### config.mk
export PLATFORM = sky130hd
export DESIGN_NAME = ble_select
export DESIGN_NICKNAME = d
export VERILOG_FILES = /design/src/shared/ble_pkg.sv /design/src/verilog/ble_select.sv
export SDC_FILE = /design/constraint.sdc
export NUM_CORES = 1
export LEC_CHECK = 0
export ABC_AREA = 1
export BUFFER_PORTS_ARGS = -buffer_cell sky130_fd_sc_hd__clkbuf_2
export CORE_UTILIZATION = 43
export DETAILED_ROUTE_END_ITERATION = 10
export PLACE_DENSITY = 0.88
export REMOVE_ABC_BUFFERS = 1
export SLEW_MARGIN = 10
export SYNTH_ARGS = -nofsm -noshare
export SYNTH_HDL_FRONTEND = slang
export SYNTH_SLANG_ARGS = --single-unit
export TNS_END_PERCENT = 5
### constraint.sdc
create_clock -name core_clk_i -period 2.9 [get_ports core_clk_i]
set_clock_uncertainty 0.15 [all_clocks]
set_input_delay 0 -clock core_clk_i [delete_from_list [all_inputs] [get_ports core_clk_i]]
set_output_delay 0 -clock core_clk_i [all_outputs]
set_load 0.005 [all_outputs]
### src/shared/ble_pkg.sv
package ble_pkg;
  localparam int BUS_AW = 24;
  localparam int APB_AW = 12;
  // backplane address windows
  localparam logic [23:0] ROM_LO = 24'h000000;
  localparam logic [23:0] ROM_HI = 24'h01FFFF;
  localparam logic [23:0] ROM_HI_EXT = 24'h03FFFF;
  localparam logic [23:0] LED_LO = 24'h004000;
  localparam logic [23:0] LED_HI = 24'h01FFFF;
  localparam int LED_ADDR_BIT = 14;
  localparam logic [23:0] EE_LO = 24'h408000;
  localparam logic [23:0] EE_HI = 24'h40FFFF;
  // register offsets
  localparam logic [11:0] CTRL_OFS = 12'h000;
  localparam logic [11:0] STATUS_OFS = 12'h004;
  // control fields
  localparam int CTRL_EE_WR_EN = 0;
  localparam int CTRL_EXT_ROM = 1;
  localparam logic [1:0] CTRL_RESET = 2'h0;
  // status fields
  localparam int STAT_ROM_DIS = 0;
  localparam int STAT_LED_DIS = 1;
  localparam int STAT_EE_DIS = 2;
  localparam int STAT_STRAP_DONE = 3;

  typedef enum logic [3:0] {
    ST_STRAP = 4'b0001,
    ST_IDLE = 4'b0010,
    ST_SEL = 4'b0100,
    ST_ACK = 4'b1000
  } ble_state_e;

  typedef struct packed {
    logic cycle;
    logic write;
    logic upper_ds_n;
    logic lower_ds_n;
    logic [BUS_AW-1:0] addr;
  } ble_bus_req_s;

  localparam ble_bus_req_s REQ_RESET = '{1'b0, 1'b0, 1'b1, 1'b1, 24'h000000};

  typedef struct packed {
    logic rom_n;
    logic led_n;
    logic ee_oe_n;
    logic ee_we_n;
    logic ack_n;
  } ble_pins_s;

  localparam ble_pins_s PINS_IDLE = '{1'b1, 1'b1, 1'b1, 1'b1, 1'b1};
endpackage : ble_pkg

### src/verilog/ble_select.sv
// Summary of operation
// - The LED select goes low only for writes in the $004000 to $01FFFF range with address bit 14 high.
// - LEDs are active low, so data 0 lights all eight and $FF turns all off; data passes unaltered.
// - An LED select pin held low through power-up reset stays tri-stated until a later reset sees it high.
// - A low LED strap at power-up reset disables all LED support logic.
// - With LED support off, writes to boot ROM space still get the word acknowledge if ROM support is on.
// - The EEPROM output enable goes low for reads in the window starting at $408000.
// - EEPROM reads are always served, with no write-enable check, unless the EEPROM strap disabled them.
// - An EEPROM output enable pin held low through power-up reset stays tri-stated until a later reset.
// - A low EEPROM strap at power-up reset disables all EEPROM support logic.
// - The EEPROM write strobe pulses only for writes to the odd byte within the EEPROM window.
// - The EEPROM write strobe is gated by an EEPROM write-enable flag.
// - EEPROM window writes while writes are disabled drop the strobe but still get the acknowledge.
// - With EEPROM support strapped off, EEPROM window writes get no acknowledge.
// - The ROM select goes low for reads from $000000 through the ROM range unless its strap disabled it.
//
// The register offsets and the APB slave port were left to the implementer.
`timescale 1ns/1ps
`default_nettype none
module ble_select
  import ble_pkg::*;
(
  input wire logic core_clk_i,
  input wire logic reset_n_i,
  input wire ble_bus_req_s bus_i,
  output var logic word_transfer_ack_n_o,
  input wire logic rom_sel_i,
  output var logic rom_sel_n_o,
  output logic rom_sel_oe_o,
  input wire logic led_sel_i,
  output var logic led_sel_n_o,
  output logic led_sel_oe_o,
  input wire logic eeprom_oe_i,
  output var logic eeprom_oe_n_o,
  output logic eeprom_oe_oe_o,
  output var logic eeprom_we_n_o,
  input wire logic psel_i,
  input wire logic penable_i,
  input wire logic pwrite_i,
  input wire logic [APB_AW-1:0] paddr_i,
  input wire logic [31:0] pwdata_i,
  output logic [31:0] prdata_o,
  output logic pready_o,
  output logic pslverr_o
);

  function automatic logic in_range(input logic [23:0] a, input logic [23:0] lo,
                                    input logic [23:0] hi);
    in_range = (a >= lo) && (a <= hi);
  endfunction : in_range

  function automatic logic apb_mapped(input logic [APB_AW-1:0] a);
    apb_mapped = (a == CTRL_OFS) || (a == STATUS_OFS);
  endfunction : apb_mapped

  ble_state_e state, next_state;
  ble_bus_req_s req, next_req;
  ble_pins_s pins, next_pins;
  logic rom_dis, led_dis, ee_dis;
  logic next_rom_dis, next_led_dis, next_ee_dis;
  logic ee_wr_en, ext_rom, next_ee_wr_en, next_ext_rom;
  logic [31:0] rdata, next_rdata;
  logic strap_done;
  logic apb_setup, apb_wr_ctrl;

  // decode of the live request
  logic live_rom, live_led, live_ee, live_hit;
  logic [23:0] rom_top;

  always_comb begin
    rom_top = ext_rom ? ROM_HI_EXT : ROM_HI;
    live_rom = !rom_dis && in_range(bus_i.addr, ROM_LO, rom_top);
    live_led = !led_dis && bus_i.write && bus_i.addr[LED_ADDR_BIT]
               && in_range(bus_i.addr, LED_LO, LED_HI);
    live_ee = !ee_dis && in_range(bus_i.addr, EE_LO, EE_HI);
    live_hit = live_rom || live_led || live_ee;
  end

  // decode of the held request
  logic req_rom, req_led, req_ee;

  always_comb begin
    req_rom = !rom_dis && in_range(req.addr, ROM_LO, rom_top);
    req_led = !led_dis && req.write && req.addr[LED_ADDR_BIT]
              && in_range(req.addr, LED_LO, LED_HI);
    req_ee = !ee_dis && in_range(req.addr, EE_LO, EE_HI);
  end

  assign strap_done = (state != ST_STRAP);

  function automatic logic req_led_next(input ble_bus_req_s r);
    req_led_next = !led_dis && r.write && r.addr[LED_ADDR_BIT]
                   && in_range(r.addr, LED_LO, LED_HI);
  endfunction : req_led_next

  // bus cycle sequencer and pin drive
  always_comb begin
    next_state = state;
    next_req = req;
    next_pins = PINS_IDLE;
    case (state)
      ST_STRAP: begin
        next_state = ST_IDLE;
      end
      ST_IDLE: begin
        if (bus_i.cycle && live_hit) begin
          next_state = ST_SEL;
          next_req = bus_i;
        end
      end
      ST_SEL: begin
        next_state = bus_i.cycle ? ST_ACK : ST_IDLE;
      end
      ST_ACK: begin
        if (!bus_i.cycle) begin
          next_state = ST_IDLE;
        end
      end
      default: begin
        next_state = ST_IDLE;
      end
    endcase
    if (next_state == ST_SEL || next_state == ST_ACK) begin
      // data passes straight to the led latch, so 0 lights all, FF clears all
      next_pins.led_n = !req_led_next(next_req);
      next_pins.rom_n = !(!rom_dis && !next_req.write
                          && in_range(next_req.addr, ROM_LO, rom_top));
      next_pins.ee_oe_n = !(!ee_dis && !next_req.write
                            && in_range(next_req.addr, EE_LO, EE_HI));
      next_pins.ee_we_n = !(!ee_dis && ee_wr_en && next_req.write && !next_req.lower_ds_n
                            && in_range(next_req.addr, EE_LO, EE_HI));
    end
    if (next_state == ST_ACK) begin
      next_pins.ack_n = 1'b0;
    end
  end

  always_ff @(posedge core_clk_i or negedge reset_n_i) begin
    if (!reset_n_i) begin
      state <= ST_STRAP;
      req <= REQ_RESET;
      pins <= PINS_IDLE;
    end else begin
      state <= next_state;
      req <= next_req;
      pins <= next_pins;
    end
  end

  // straps: pins float during reset, sampled on the first edge after release
  always_comb begin
    next_rom_dis = rom_dis;
    next_led_dis = led_dis;
    next_ee_dis = ee_dis;
    if (state == ST_STRAP) begin
      next_rom_dis = !rom_sel_i;
      next_led_dis = !led_sel_i;
      next_ee_dis = !eeprom_oe_i;
    end
  end

  always_ff @(posedge core_clk_i or negedge reset_n_i) begin
    if (!reset_n_i) begin
      rom_dis <= 1'b0;
      led_dis <= 1'b0;
      ee_dis <= 1'b0;
    end else begin
      rom_dis <= next_rom_dis;
      led_dis <= next_led_dis;
      ee_dis <= next_ee_dis;
    end
  end

  assign rom_sel_oe_o = strap_done && !rom_dis;
  assign led_sel_oe_o = strap_done && !led_dis;
  assign eeprom_oe_oe_o = strap_done && !ee_dis;
  assign rom_sel_n_o = pins.rom_n;
  assign led_sel_n_o = pins.led_n;
  assign eeprom_oe_n_o = pins.ee_oe_n;
  assign eeprom_we_n_o = pins.ee_we_n;
  assign word_transfer_ack_n_o = pins.ack_n;

  // apb slave, zero wait states
  assign apb_setup = psel_i && !penable_i;
  assign apb_wr_ctrl = psel_i && penable_i && pwrite_i && (paddr_i == CTRL_OFS);
  assign pready_o = 1'b1;
  assign pslverr_o = psel_i && penable_i && !apb_mapped(paddr_i);
  assign prdata_o = rdata;

  always_comb begin
    next_ee_wr_en = ee_wr_en;
    next_ext_rom = ext_rom;
    next_rdata = rdata;
    if (apb_wr_ctrl) begin
      next_ee_wr_en = pwdata_i[CTRL_EE_WR_EN];
      next_ext_rom = pwdata_i[CTRL_EXT_ROM];
    end
    if (apb_setup && !pwrite_i) begin
      next_rdata = 32'h00000000;
      if (paddr_i == CTRL_OFS) begin
        next_rdata[CTRL_EE_WR_EN] = ee_wr_en;
        next_rdata[CTRL_EXT_ROM] = ext_rom;
      end else if (paddr_i == STATUS_OFS) begin
        next_rdata[STAT_ROM_DIS] = rom_dis;
        next_rdata[STAT_LED_DIS] = led_dis;
        next_rdata[STAT_EE_DIS] = ee_dis;
        next_rdata[STAT_STRAP_DONE] = strap_done;
      end
    end
  end

  always_ff @(posedge core_clk_i or negedge reset_n_i) begin
    if (!reset_n_i) begin
      ee_wr_en <= CTRL_RESET[CTRL_EE_WR_EN];
      ext_rom <= CTRL_RESET[CTRL_EXT_ROM];
      rdata <= 32'h00000000;
    end else begin
      ee_wr_en <= next_ee_wr_en;
      ext_rom <= next_ext_rom;
      rdata <= next_rdata;
    end
  end

  AST_LED_DECODE: assert property (@(posedge core_clk_i) disable iff (!reset_n_i)
    !led_sel_n_o |-> req.write && req.addr[LED_ADDR_BIT] && in_range(req.addr, LED_LO, LED_HI))
    else $error("led select outside led write window");

  AST_LED_FLOAT: assert property (@(posedge core_clk_i) disable iff (!reset_n_i)
    led_dis |-> !led_sel_oe_o)
    else $error("led select driven while strapped off");

  AST_LED_OFF: assert property (@(posedge core_clk_i) disable iff (!reset_n_i)
    led_dis |-> led_sel_n_o)
    else $error("led select active while strapped off");

  AST_ROM_WRITE_ACK: assert property (@(posedge core_clk_i) disable iff (!reset_n_i)
    (state == ST_SEL && bus_i.cycle && req.write && req_rom) |=> !word_transfer_ack_n_o)
    else $error("rom space write not acknowledged");

  AST_EE_READ: assert property (@(posedge core_clk_i) disable iff (!reset_n_i)
    !eeprom_oe_n_o |-> !req.write && in_range(req.addr, EE_LO, EE_HI))
    else $error("eeprom output enable outside read window");

  AST_EE_READ_SERVED: assert property (@(posedge core_clk_i) disable iff (!reset_n_i)
    (state == ST_IDLE && bus_i.cycle && !bus_i.write && live_ee) |=> !eeprom_oe_n_o [*1] ##0
    (state == ST_SEL))
    else $error("eeprom read not served");

  AST_EE_FLOAT: assert property (@(posedge core_clk_i) disable iff (!reset_n_i)
    ee_dis |-> !eeprom_oe_oe_o && eeprom_oe_n_o)
    else $error("eeprom enable driven while strapped off");

  AST_EE_OFF: assert property (@(posedge core_clk_i) disable iff (!reset_n_i)
    ee_dis |-> eeprom_we_n_o)
    else $error("eeprom strobe active while strapped off");

  AST_EE_STROBE: assert property (@(posedge core_clk_i) disable iff (!reset_n_i)
    !eeprom_we_n_o |-> req.write && !req.lower_ds_n && in_range(req.addr, EE_LO, EE_HI))
    else $error("eeprom strobe outside odd byte write window");

  AST_EE_GATED: assert property (@(posedge core_clk_i) disable iff (!reset_n_i)
    !eeprom_we_n_o |-> ee_wr_en)
    else $error("eeprom strobe without write enable");

  AST_EE_LOCKED_ACK: assert property (@(posedge core_clk_i) disable iff (!reset_n_i)
    (state == ST_SEL && bus_i.cycle && req.write && req_ee && !ee_wr_en)
    |=> !word_transfer_ack_n_o && eeprom_we_n_o)
    else $error("locked eeprom write not acknowledged");

  AST_EE_NO_ACK: assert property (@(posedge core_clk_i) disable iff (!reset_n_i)
    (ee_dis && state == ST_IDLE && bus_i.cycle && in_range(bus_i.addr, EE_LO, EE_HI))
    |=> state == ST_IDLE && word_transfer_ack_n_o)
    else $error("eeprom write acknowledged while strapped off");

  AST_ROM_SEL: assert property (@(posedge core_clk_i) disable iff (!reset_n_i)
    !rom_sel_n_o |-> !rom_dis && !req.write && in_range(req.addr, ROM_LO, rom_top))
    else $error("rom select outside rom read window");

  AST_WR_EN_SRC: assert property (@(posedge core_clk_i) disable iff (!reset_n_i)
    $changed(ee_wr_en) |-> $past(apb_wr_ctrl))
    else $error("write enable changed without control write");

  AST_STRAP_HOLD: assert property (@(posedge core_clk_i) disable iff (!reset_n_i)
    (strap_done && $past(strap_done)) |-> $stable(led_dis) && $stable(ee_dis) && $stable(rom_dis))
    else $error("strap flag changed after capture");

  AST_LED_STRAP_OE: assert property (@(posedge core_clk_i) disable iff (!reset_n_i)
    $rose(strap_done) |-> led_sel_oe_o == $past(led_sel_i))
    else $error("led select drive does not follow its strap");

  AST_EE_STRAP_OE: assert property (@(posedge core_clk_i) disable iff (!reset_n_i)
    $rose(strap_done) |-> eeprom_oe_oe_o == $past(eeprom_oe_i))
    else $error("eeprom enable drive does not follow its strap");

  AST_ROM_STRAP_OE: assert property (@(posedge core_clk_i) disable iff (!reset_n_i)
    $rose(strap_done) |-> rom_sel_oe_o == $past(rom_sel_i))
    else $error("rom select drive does not follow its strap");

  AST_ROM_OFF: assert property (@(posedge core_clk_i) disable iff (!reset_n_i)
    rom_dis |-> rom_sel_n_o && !rom_sel_oe_o)
    else $error("rom select active while strapped off");

  AST_LED_HELD: assert property (@(posedge core_clk_i) disable iff (!reset_n_i)
    !led_sel_n_o |-> req_led)
    else $error("led select without an enabled led write");

  AST_LED_TAKEN: assert property (@(posedge core_clk_i) disable iff (!reset_n_i)
    (state == ST_IDLE && bus_i.cycle && live_led) |=> !led_sel_n_o)
    else $error("led write not selected");

  AST_ROM_TAKEN: assert property (@(posedge core_clk_i) disable iff (!reset_n_i)
    (state == ST_IDLE && bus_i.cycle && !bus_i.write && live_rom) |=> !rom_sel_n_o)
    else $error("rom read not selected");

  AST_EE_WE_TAKEN: assert property (@(posedge core_clk_i) disable iff (!reset_n_i)
    (state == ST_IDLE && bus_i.cycle && bus_i.write && !bus_i.lower_ds_n && live_ee
     && ee_wr_en) |=> !eeprom_we_n_o)
    else $error("enabled odd byte eeprom write not strobed");

  AST_ACK_STANDS: assert property (@(posedge core_clk_i) disable iff (!reset_n_i)
    (!word_transfer_ack_n_o && bus_i.cycle) |=> !word_transfer_ack_n_o)
    else $error("acknowledge dropped while cycle held");

  AST_CYCLE_END: assert property (@(posedge core_clk_i) disable iff (!reset_n_i)
    !bus_i.cycle |=> word_transfer_ack_n_o && rom_sel_n_o && led_sel_n_o
    && eeprom_oe_n_o && eeprom_we_n_o)
    else $error("outputs not released after cycle end");

  AST_ACK_ORDER: assert property (@(posedge core_clk_i) disable iff (!reset_n_i)
    $fell(word_transfer_ack_n_o) |-> $past(state) == ST_SEL)
    else $error("acknowledge without select phase");

  AST_SEL_ONEHOT: assert property (@(posedge core_clk_i) disable iff (!reset_n_i)
    $onehot0({!rom_sel_n_o, !led_sel_n_o, !eeprom_oe_n_o}))
    else $error("more than one select active");

  AST_WE_NOT_OE: assert property (@(posedge core_clk_i) disable iff (!reset_n_i)
    !eeprom_we_n_o |-> eeprom_oe_n_o)
    else $error("eeprom strobe and output enable together");

  AST_WR_EN_CLEAR: assert property (@(posedge core_clk_i) disable iff (!reset_n_i)
    (state == ST_STRAP) |-> !ee_wr_en)
    else $error("write enable set after power-up reset");

  AST_LED_OFF_ACK: assert property (@(posedge core_clk_i) disable iff (!reset_n_i)
    (led_dis && !rom_dis && state == ST_SEL && bus_i.cycle && req.write
     && in_range(req.addr, LED_LO, LED_HI)) |=> !word_transfer_ack_n_o && led_sel_n_o)
    else $error("led window write not acknowledged while led strapped off");

endmodule : ble_select
`default_nettype wire

# After elaboration in Yosys (flattened, before gate mapping)

Cells that the tools add are included.

Word-level logic and storage cells: 101
Output and inout bits: 42
Flip-flop bits (word level): 45
Input bits: 80

Reduce and logical (&&, ||, !) cells: 53
Equal/unequal tests: 8
Multiplexer cells: 12
Magnitude comparators: 12

Operators by type and width:

| cell                                                             | count |
|---|---|
| two-way mux 27 bit                                               | 2 |
| >= comparator 24 x 1 -> 1 bit, second input constant             | 2 |
| >= comparator 24 x 15 -> 1 bit, second input constant            | 2 |
| >= comparator 24 x 23 -> 1 bit, second input constant            | 2 |
| less-or-equal comparator 24 x 17 -> 1 bit, second input constant | 2 |
| less-or-equal comparator 24 x 18 -> 1 bit                        | 2 |
| less-or-equal comparator 24 x 23 -> 1 bit, second input constant | 2 |
| logical AND 1 bit                                                | 32 |
| two-way mux 4 bit                                                | 5 |
| two-way mux 18 bit                                               | 1 |
| zero test 1 bit                                                  | 15 |
| == test 12 x 3 -> 1 bit, second input constant                   | 1 |
| zero test 12 bit                                                 | 1 |
| case mux 4 bit (3 select lines)                                  | 1 |
| == test 4 x 3 -> 1 bit, second input constant                    | 2 |
| == test 4 bit, second input constant                             | 2 |
| == test 4 x 1 -> 1 bit, second input constant                    | 1 |
| == test 4 x 2 -> 1 bit, second input constant                    | 1 |
| logical OR 1 bit                                                 | 4 |
| two-way mux 2 bit                                                | 2 |
| inequality test 4 x 1 -> 1 bit, second input constant            | 1 |
| AND reduction 2 bit                                              | 1 |
| two-way mux 1 bit                                                | 1 |

# Longest topological paths before layout

Gate-level depths: netlist of the first run.

Depth after elaboration: 14
Gate-level depth with buffers: 16
Gate-level depth less buffers: 16

# Least setup slack after synthesis of the first run

No wires, ideal clock.

Path type: register -> register
Start point: register ext_rom
End point: register pins, in the netlist eeprom_oe_n_o
Slack: 975 ps
Data required time: 2666 ps
Path buffers: 1
Data arrival time: 1691 ps
Setup time: 84 ps
Clock period less this slack: 1925 ps
Stages on the path, launching flop included: 17
Path through: dfrtp_1 -> inv_1 -> ha_1 -> nand2_1 -> inv_1 -> nand3_1 -> o21bai_1 -> nand2_1 -> nand2_1 -> nand2_1 -> nand2_2 -> nand2_4 -> buf_6 -> nand2_4 -> nand3_2 -> nor2_2 -> nand3_1

RTL lines:

| item                   | RTL line          | source |
|---|---|---|
| start, declared        | ble_select.sv:61  | `logic ee_wr_en, ext_rom, next_ee_wr_en, next_ext_rom;` |
| start signal, assigned | ble_select.sv:215 | `ext_rom <= CTRL_RESET[CTRL_EXT_ROM];` |
| start signal, assigned | ble_select.sv:219 | `ext_rom <= next_ext_rom;` |
| end signal, assigned   | ble_select.sv:146 | `pins <= next_pins;` |
| end, declared          | ble_select.sv:58  | `ble_pins_s pins, next_pins;` |

# Final worst setup path of the first run

Start point: input paddr_i[3]
End point: register rdata[0] (netlist: prdata_o[0])

Word-level cells in the longest chain between the ends: 3
Elaborated cells on any way between the ends: 4
Classes of those cells: eq/ne: 1; mux: 2; reduce/logical: 1

RTL lines:

| item                    | RTL line          | source |
|---|---|---|
| start, declared         | ble_select.sv:40  | `input wire logic [APB_AW-1:0] paddr_i,` |
| == test 12 x 3 -> 1 bit | ble_select.sv:203 | `end else if (paddr_i == STATUS_OFS) begin` |
| two-way mux 4 bit       | ble_select.sv:203 |  |
| two-way mux 2 bit (*)   | ble_select.sv:200 | `if (paddr_i == CTRL_OFS) begin` |
| end signal, assigned    | ble_select.sv:220 | `rdata <= next_rdata;` |
| end, declared           | ble_select.sv:62  | `logic [31:0] rdata, next_rdata;` |

Mark *: on every way between the ends. The rest lies on a longest branch, timed or not.
A chain may end at the register's enable or synchronous reset.

==> summary.md, run 1 <==
| Metric | Value |
|---|---|
| Final std cell area, no fill | `2340 um2` |
| Wire length of the first global-routing pass | `roughly 6100 um` |
| Width of the chip | `65.1 um` |
| PD cells | `~440 nW/um2` |
| Antenna violations before repair | `0` |
| Total number of placement rows | `22` |
| Fraction of synthesized area in multiplexers | `0.0131` |
| Primary flip-flop cell chosen by synthesis mapping | `dfrtp_1` |
| Critical Path RT | `2970 ps` |
| Most frequently used cell type in the post-synthesis netlist | `nand2_1` |
| Total negative setup slack | `0 ps` |
| Final setup slack of the worst path | `115 ps` |
| Stages on the worst setup path | `8` |
| Final critical-path required period | `around 2800 ps` |
| Area share of the largest cell type after synthesis | `0.336` |
| Slack of the worst reg-to-reg path | `roughly 580 ps` |
| Pre-CTS setup slack | `~650 ps` |
| Post-synthesis share of cell area spent on and, or, nand and nor gates | `0.274` |
| Cell at the root of the clock tree | `clkbuf_8` |
| Synth-to-layout area growth | `36.3%` |
| Number of flops mapped to enable cells by yosys | `0` |
| Seq cells post-synth | `30` |
| Combinational family with the most area after synthesis | `simple AND/OR/NAND/NOR gates` |
| Synth unique cells | `32` |
| Placer Congestion | `0.877` |
| Maximum number of pins on one net before global-route repair | `31` |
| Average detailed-routed wire length per instance | `~11 um` |
| Sequential fraction of the synthesis area | `0.443` |
| Max stage delay cell, worst path | `dlygate4sd3_1` |
| Hold Crit Depth | `5` |
| Maximum vdd ir drop | `roughly 290 uV` |
| Cell class contributing the biggest share of worst-path delay | `buffers and inverters` |
| CTS H-Tree Depth | `2` |
| Least-Margin Pin Slew | `713 ps` |
| Unrepaired setup endpoints after global routing | `no` |
| Syn Std Cell Area | `~1700 um2` |
| Number of inserted diodes | `0` |
| Async set-or-reset flop fraction in the synthesized netlist | `1.00` |
| Largest stage delay, worst path | `approximately 600 ps` |
| Final global-route overflow total | `0` |
| Total Power Consumption | `between 1 and 1.5 mW` |
| Crit-path max FO | `2` |
| Outcome | `complete, no violations` |
| Count of warnings emitted by yosys | `0` |
| Total of hold buffers inserted after clock tree synthesis | `25` |
| Top cells by instance count after synthesis | `38 x nand2_1, 31 x inv_1, 30 x buf_4` |
| Crit path kind | `input pin to flop` |
| DRC | `0` |
| Number of standard cells after synthesis | `210` |
| Tcrit/Tclk final | `0.960` |
| Number of routed nets with antenna violations | `0` |
| Startpoint of the lowest-slack hold path | `penable_i` |
| Dpl hpwl | `2710 um` |
| Total Die Area | `between 4000 and 5000 um2` |
| Number of buffers created by CTS | `5` |
| Area share of xor/xnor cells in the synthesized design | `0` |
| Static leakage | `about 1.3 nW` |
| Share of the synthesized area in compound gates (AO/OA/AOI/OAI) | `0.0445` |
| Endpoint, Worst Hold | `prdata_o[3]$_DFFE_PN0P_` |
| Max-cap violations | `0` |
| Multi-input gate area in the final layout | `just under 700 um2` |
| Via density per instance | `4.51` |
| Origin of the critical flop-to-flop path | `ext_rom$_DFFE_PN0P_` |
| Number of setup violations in the final report | `0` |
| Via count of the first global-routing pass | `1514` |
| Cells after DPL | `around 320` |
| Path depth of the worst reg2reg path | `13` |
| Area taken by flip-flops and latches | `759 um2` |
| Maximum clock path buffer count | `2` |
| Net count of the finished layout | `between 300 and 400` |
| Number of inserted filler cells in the final layout | `roughly 320` |
| Routed wire length | `3760 um` |
| Number of iterations in the first detailed-routing pass | `4` |
| Final Instance Count excl. Fillers | `348` |
| Data arrival time of the critical path | `2850 ps` |
| Core area | `roughly 3700 um2` |
| Num Clock Sinks | `30` |
| Final core utilization | `0.624` |
| Endpoint kind of the worst setup timing path | `flop` |
| Critical path launch point type | `input pin` |
| Worst hold-check slack | `5.35 ps` |
| Max Transition Viols Final | `0` |
| Buffers & Inverters on Critical Path | `5` |
| Placed standard-cell area | `1940 um2` |
| TritonCTS clock tree | `done` |
| Area leader, netlist | `dfrtp_1` |
| Path type of the worst min-delay path | `input pin to flop` |
| FF-to-FF End | `req[24]$_DFF_PN1_` |
| Post CTS Setup Buffer Count | `0` |
| F_max | `between 300 and 400 MHz` |
| Post_cts resized | `0` |
| Cell seen most often among critical-path stages | `dlygate4sd3_1` |
| Overall global routing resource usage | `0.195` |
| Final hold violation count | `0` |
| Slew Limit Headroom | `0.521` |
| Cell breakdown of the critical path | `dlygate4sd3_1, clkbuf_2, nor4_2, dlygate4sd3_1, nand3_1, dlygate4sd3_1, o211ai_1, dlygate4sd3_1` |
| Initial DRC count | `42` |
| Number of top-level pins | `~120` |
| Via Count | `~1600` |
| Synthesized-area fraction occupied by adder cells | `0.00730` |
| Die Height | `~65 um` |
| Area contributors post-synth | `dfrtp_1 34%, buf_4 13%, dfstp_2 11%, nand2_1 8.3%, inv_1 6.8%` |
| Clock slew at the register clock pins of the worst setup and hold paths | `approximately 60 ps` |
| Fraction of layout cells with a size suffix above 1 | `0.297` |
| Initial standard-cell utilization of the core | `0.458` |
| Worst-skew pair later-pin latency | `between 200 and 300 ps` |
| Quantity of I/O buffers inserted on ports | `61` |
| Post-Syn Area per Cell | `between 8 and 9 um2` |
==> per-layer routing <==
layer | vias up | track usage | wire (um)
li1 | 774 | - | -
met1 | 718 | 0.198 | 1440
met2 | 69 | 0.358 | 1990
met3 | 9 | 0.0694 | 272
met4 | 0 | 0.0815 | 58
met5 | - | 0 | 0
==> worst min-delay path: stages <==
cell and delay, ps:
clkbuf_2 100, nor3_1 80, inv_1 110, nand2_1 50, o21ai_0 60
==> final cells by class <==
class	count	share of cell area
clock buffer	6	0.0354
clock inverter	2	0.0257
inverter	33	0.0530
multi-input combinational	143	0.297
sequential	30	0.325
tap	48	0.0257
timing repair buffer	86	0.238
==> report_power, final <==
| part | internal [mW] | switching [mW] |
|---|---|---|
| sequential | 0.420 | 0.000415 |
| clock | 0.366 | 0.152 |
| combinational | 0.0455 | 0.0452 |
| total | 0.832 | 0.198 |
==> state kept, by name, summed over array words and instances (netlist names) <==
signal                 count
rom_sel_n_o                1
led_dis                    1
state                      4
req                       12
led_sel_n_o                1
eeprom_we_n_o              1
ee_wr_en                   1
ee_dis                     1
word_transfer_ack_n_o      1
ext_rom                    1
prdata_o                   4
rom_dis                    1
eeprom_oe_n_o              1
==> worst max path at each step <==
stage | slack (ps) | from | to
floorplan | 960 | ext_rom$_DFFE_PN0P_ | eeprom_oe_n_o$_DFF_PN1_
global placement | 710 | ext_rom$_DFFE_PN0P_ | eeprom_we_n_o$_DFF_PN1_
detailed placement | 650 | ext_rom$_DFFE_PN0P_ | eeprom_oe_n_o$_DFF_PN1_
CTS | 140 | paddr_i[3] | prdata_o[0]$_DFFE_PN0P_
global route | 10 | paddr_i[3] | prdata_o[0]$_DFFE_PN0P_
finish | 110 | paddr_i[3] | prdata_o[0]$_DFFE_PN0P_
==> cells by family (layout without fill, tap and decap cells) <==
group / Yosys count / count (layout)
buffers and inverters: 65 / 127
muxes: 2 / 2
and+or+nand+nor: 97 / 97
AOI/OAI and AO/OA: 13 / 13
other: 2 / 30
DFF: 30 / 30
adders and majority gates: 1 / 1
==> placed cells by master (no fill, tap or decap), types with 6 or more instances in the layout <==
cell type      netlist  layout
dfstp_2              7       7
conb_1               2      30
clkbuf_2             0      61
dlygate4sd3_1        0      25
nor2_1              21      21
dfrtp_1             23      23
nand2_1             38      38
nand3_1             13      13
inv_1               31      31
nand4_1              6       6
clkbuf_8             0       6
No activity file was read; power rests on OpenSTA's default activity.
==> inputs of run 2 (changes only) <==
--- a/config.mk
+++ b/config.mk
@@ -10,6 +10,7 @@
 export CORE_UTILIZATION = 43
 export DETAILED_ROUTE_END_ITERATION = 10
 export PLACE_DENSITY = 0.88
+export RECOVER_POWER = 50
 export REMOVE_ABC_BUFFERS = 1
 export SLEW_MARGIN = 10
 export SYNTH_ARGS = -nofsm -noshare
==> summary.md, run 2 (synthesis results as in run 1) <==
| Metric | Value |
|---|---|
| Outcome | `finished, violations left` |
| Violations in the final reports | `max-capacitance violations, max-slew violations` |
| Tcrit/Tclk final | `0.960 (about the same)` |
| Number of routed nets with antenna violations | `0 (unchanged)` |
| Via density per instance | `4.51 (-0.13%)` |
| Number of buffers created by CTS | `5 (unchanged)` |
| Wire length of the first global-routing pass | `6150 um (unchanged)` |
| Post CTS Setup Buffer Count | `0 (unchanged)` |
| Core area | `3740 um2 (unchanged)` |
| Largest register by flop count | `req` |
| Die Height | `65.1 um (unchanged)` |
| Number of inserted diodes | `0 (unchanged)` |
| F_max | `359 MHz (about the same)` |
| Critical path launch point type | `input pin` |
| Via Count | `1568 (-0.13%)` |
| Routed wire length | `3770 um (+0.19%)` |
| TritonCTS clock tree | `done` |
| Fraction of layout cells with a size suffix above 1 | `0.283 (-0.0133)` |
| Cell at the root of the clock tree | `clkbuf_8` |
| Via count of the first global-routing pass | `1514 (unchanged)` |
| Final hold violation count | `0 (unchanged)` |
| Total number of placement rows | `22 (unchanged)` |
| Startpoint of the lowest-slack hold path | `penable_i` |
| Num Clock Sinks | `30 (unchanged)` |
| Width of the chip | `65.1 um (unchanged)` |
| Crit-path max FO | `2 (unchanged)` |
| Max stage delay cell, worst path | `dlygate4sd3_1` |
| Maximum clock path buffer count | `2 (unchanged)` |
| Net count of the finished layout | `380 (unchanged)` |
| PD cells | `442 nW/um2 (+0.19%)` |
| Maximum number of pins on one net before global-route repair | `31 (unchanged)` |
| Endpoint kind of the worst setup timing path | `flop` |
| Cell seen most often among critical-path stages | `dlygate4sd3_1` |
| Number of iterations in the first detailed-routing pass | `4 (unchanged)` |
| Total negative setup slack | `0 ps (unchanged)` |
| Worst Setup SP | `paddr_i[3]` |
| Critical Path RT | `2970 ps (about the same)` |
| Final global-route overflow total | `0 (unchanged)` |
| CTS H-Tree Depth | `2 (unchanged)` |
| Static leakage | `1.27 nW (-1.0%)` |
| Most frequent standard cell in the layout excluding fill and tap cells | `clkbuf_2` |
| Average detailed-routed wire length per instance | `10.8 um (+0.19%)` |
| Cell breakdown of the critical path | `dlygate4sd3_1, clkbuf_2, nor4_2, dlygate4sd3_1, nand3_1, dlygate4sd3_1, o211ai_1, dlygate4sd3_1` |
| Total Die Area | `4240 um2 (unchanged)` |
| Quantity of I/O buffers inserted on ports | `61 (unchanged)` |
| Max Transition Viols Final | `31 (+31)` |
| Slew Limit Headroom | `-0.0174 (-0.538)` |
| Final core utilization | `0.623 (-0.00134)` |
| Origin of the critical flop-to-flop path | `ext_rom$_DFFE_PN0P_` |
| Buffers & Inverters on Critical Path | `5 (unchanged)` |
| Synth-to-layout area growth | `36.0%` |
| Post_cts resized | `0 (unchanged)` |
| Most used cells in the layout excluding fill and tap cells | `57 x clkbuf_2, 38 x nand2_1, 31 x inv_1` |
| Crit path kind | `input pin to flop` |
| Placer Congestion | `0.877 (unchanged)` |
| Initial DRC count | `40 (-4.8%)` |
| Final critical-path required period | `2790 ps (+0.324 ps)` |
| Dpl hpwl | `2710 um (unchanged)` |
| Cell class contributing the biggest share of worst-path delay | `buffers and inverters` |
| Clock slew at the register clock pins of the worst setup and hold paths | `60 ps (about the same)` |
| Unrepaired setup endpoints after global routing | `no` |
| Data arrival time of the critical path | `2850 ps (about the same)` |
| DRC | `0 (unchanged)` |
| Initial standard-cell utilization of the core | `0.458 (unchanged)` |
| Number of flip-flops under the largest register name | `12 (unchanged)` |
| Path type of the worst min-delay path | `input pin to flop` |
| Largest stage delay, worst path | `610 ps (about the same)` |
| Number of setup violations in the final report | `0 (unchanged)` |
| Max-cap violations | `1 (+1)` |
| Maximum vdd ir drop | `289 uV (-0.30%)` |
| Least-Margin Pin Slew | `1530 ps (+813 ps)` |
| Worst-skew pair later-pin latency | `280 ps (about the same)` |
| Antenna violations before repair | `0 (unchanged)` |
| Overall global routing resource usage | `0.195 (unchanged)` |
| Number of top-level pins | `122 (unchanged)` |
| Number of inserted filler cells in the final layout | `326 (+0.93%)` |
| Total of hold buffers inserted after clock tree synthesis | `25 (unchanged)` |
==> run 2: cell count changes in the layout (fill, tap and decap cells not counted) <==
cell      delta
clkbuf_2     -4
clkbuf_1     +3
buf_1        +1
==> run 2: path summary, 6_finish.rpt <==
check | to | slack, ps | cells past startpoint
max in group asynchronous | state[2]$_DFF_PN0_ | 1230 | 2
min in group asynchronous | req[21]$_DFF_PN0_ | 470 | 2
worst min-delay path | prdata_o[3]$_DFFE_PN0P_ | 6 | 5
worst max register to register | req[24]$_DFF_PN1_ | 580 | 13
worst min register to register | req[24]$_DFF_PN1_ | 330 | 2
worst max-delay path | prdata_o[0]$_DFFE_PN0P_ | 110 | 8
==> run 2: power by group <==
group	internal [mW]	switching, mW	total [mW]
combinational	0.0453	0.0452	0.0905
sequential	0.420	0.000416	0.421
clock	0.366	0.152	0.518
==> run 2: metal layers <==
| layer | global-route usage | vias up | routed length [um] |
|---|---|---|---|
| met5 | 0 | - | 0 |
| met1 | 0.198 | 717 | 1450 |
| li1 | - | 773 | - |
| met3 | 0.0694 | 9 | 274 |
| met2 | 0.358 | 69 | 1980 |
| met4 | 0.0815 | 0 | 58 |
==> run 2: final cells by class <==
| class | count | area [um2] | share of cell area |
|---|---|---|---|
| sequential | 30 | 759 | 0.326 |
| multi-input combinational | 143 | 694 | 0.298 |
| timing repair buffer | 86 | 551 | 0.236 |
| inverter | 33 | 124 | 0.0531 |
| clock buffer | 6 | 82.6 | 0.0354 |
| clock inverter | 2 | 60.1 | 0.0258 |
| tap | 48 | 60.1 | 0.0258 |
==> run 2: worst reg2reg max path, delay by kind of cell (launching register included) <==
| kind | cells | cell delay [ps] |
|---|---|---|
| DFF | 1 | 420 |
| adders and majority gates | 1 | 270 |
| and+or+nand+nor | 8 | 600 |
| buffers and inverters | 3 | 710 |
| AOI/OAI and AO/OA | 1 | 120 |
==> run 2: metrics by stage <==
stage	instances	hold WS [ps]	cell area [um2]	power [mW]	setup WS, ps
2_1_floorplan	206	-446	1580	0.452	964
3_3_place_gp	315	-68.0	1940	0.497	710
3_5_place_dp	315	-66.8	1940	0.498	655
4_1_cts	348	2.85	2340	1.04	135
5_1_grt	348	24.7	2330	1.08	11.5
6_report	348	5.51	2330	1.03	115
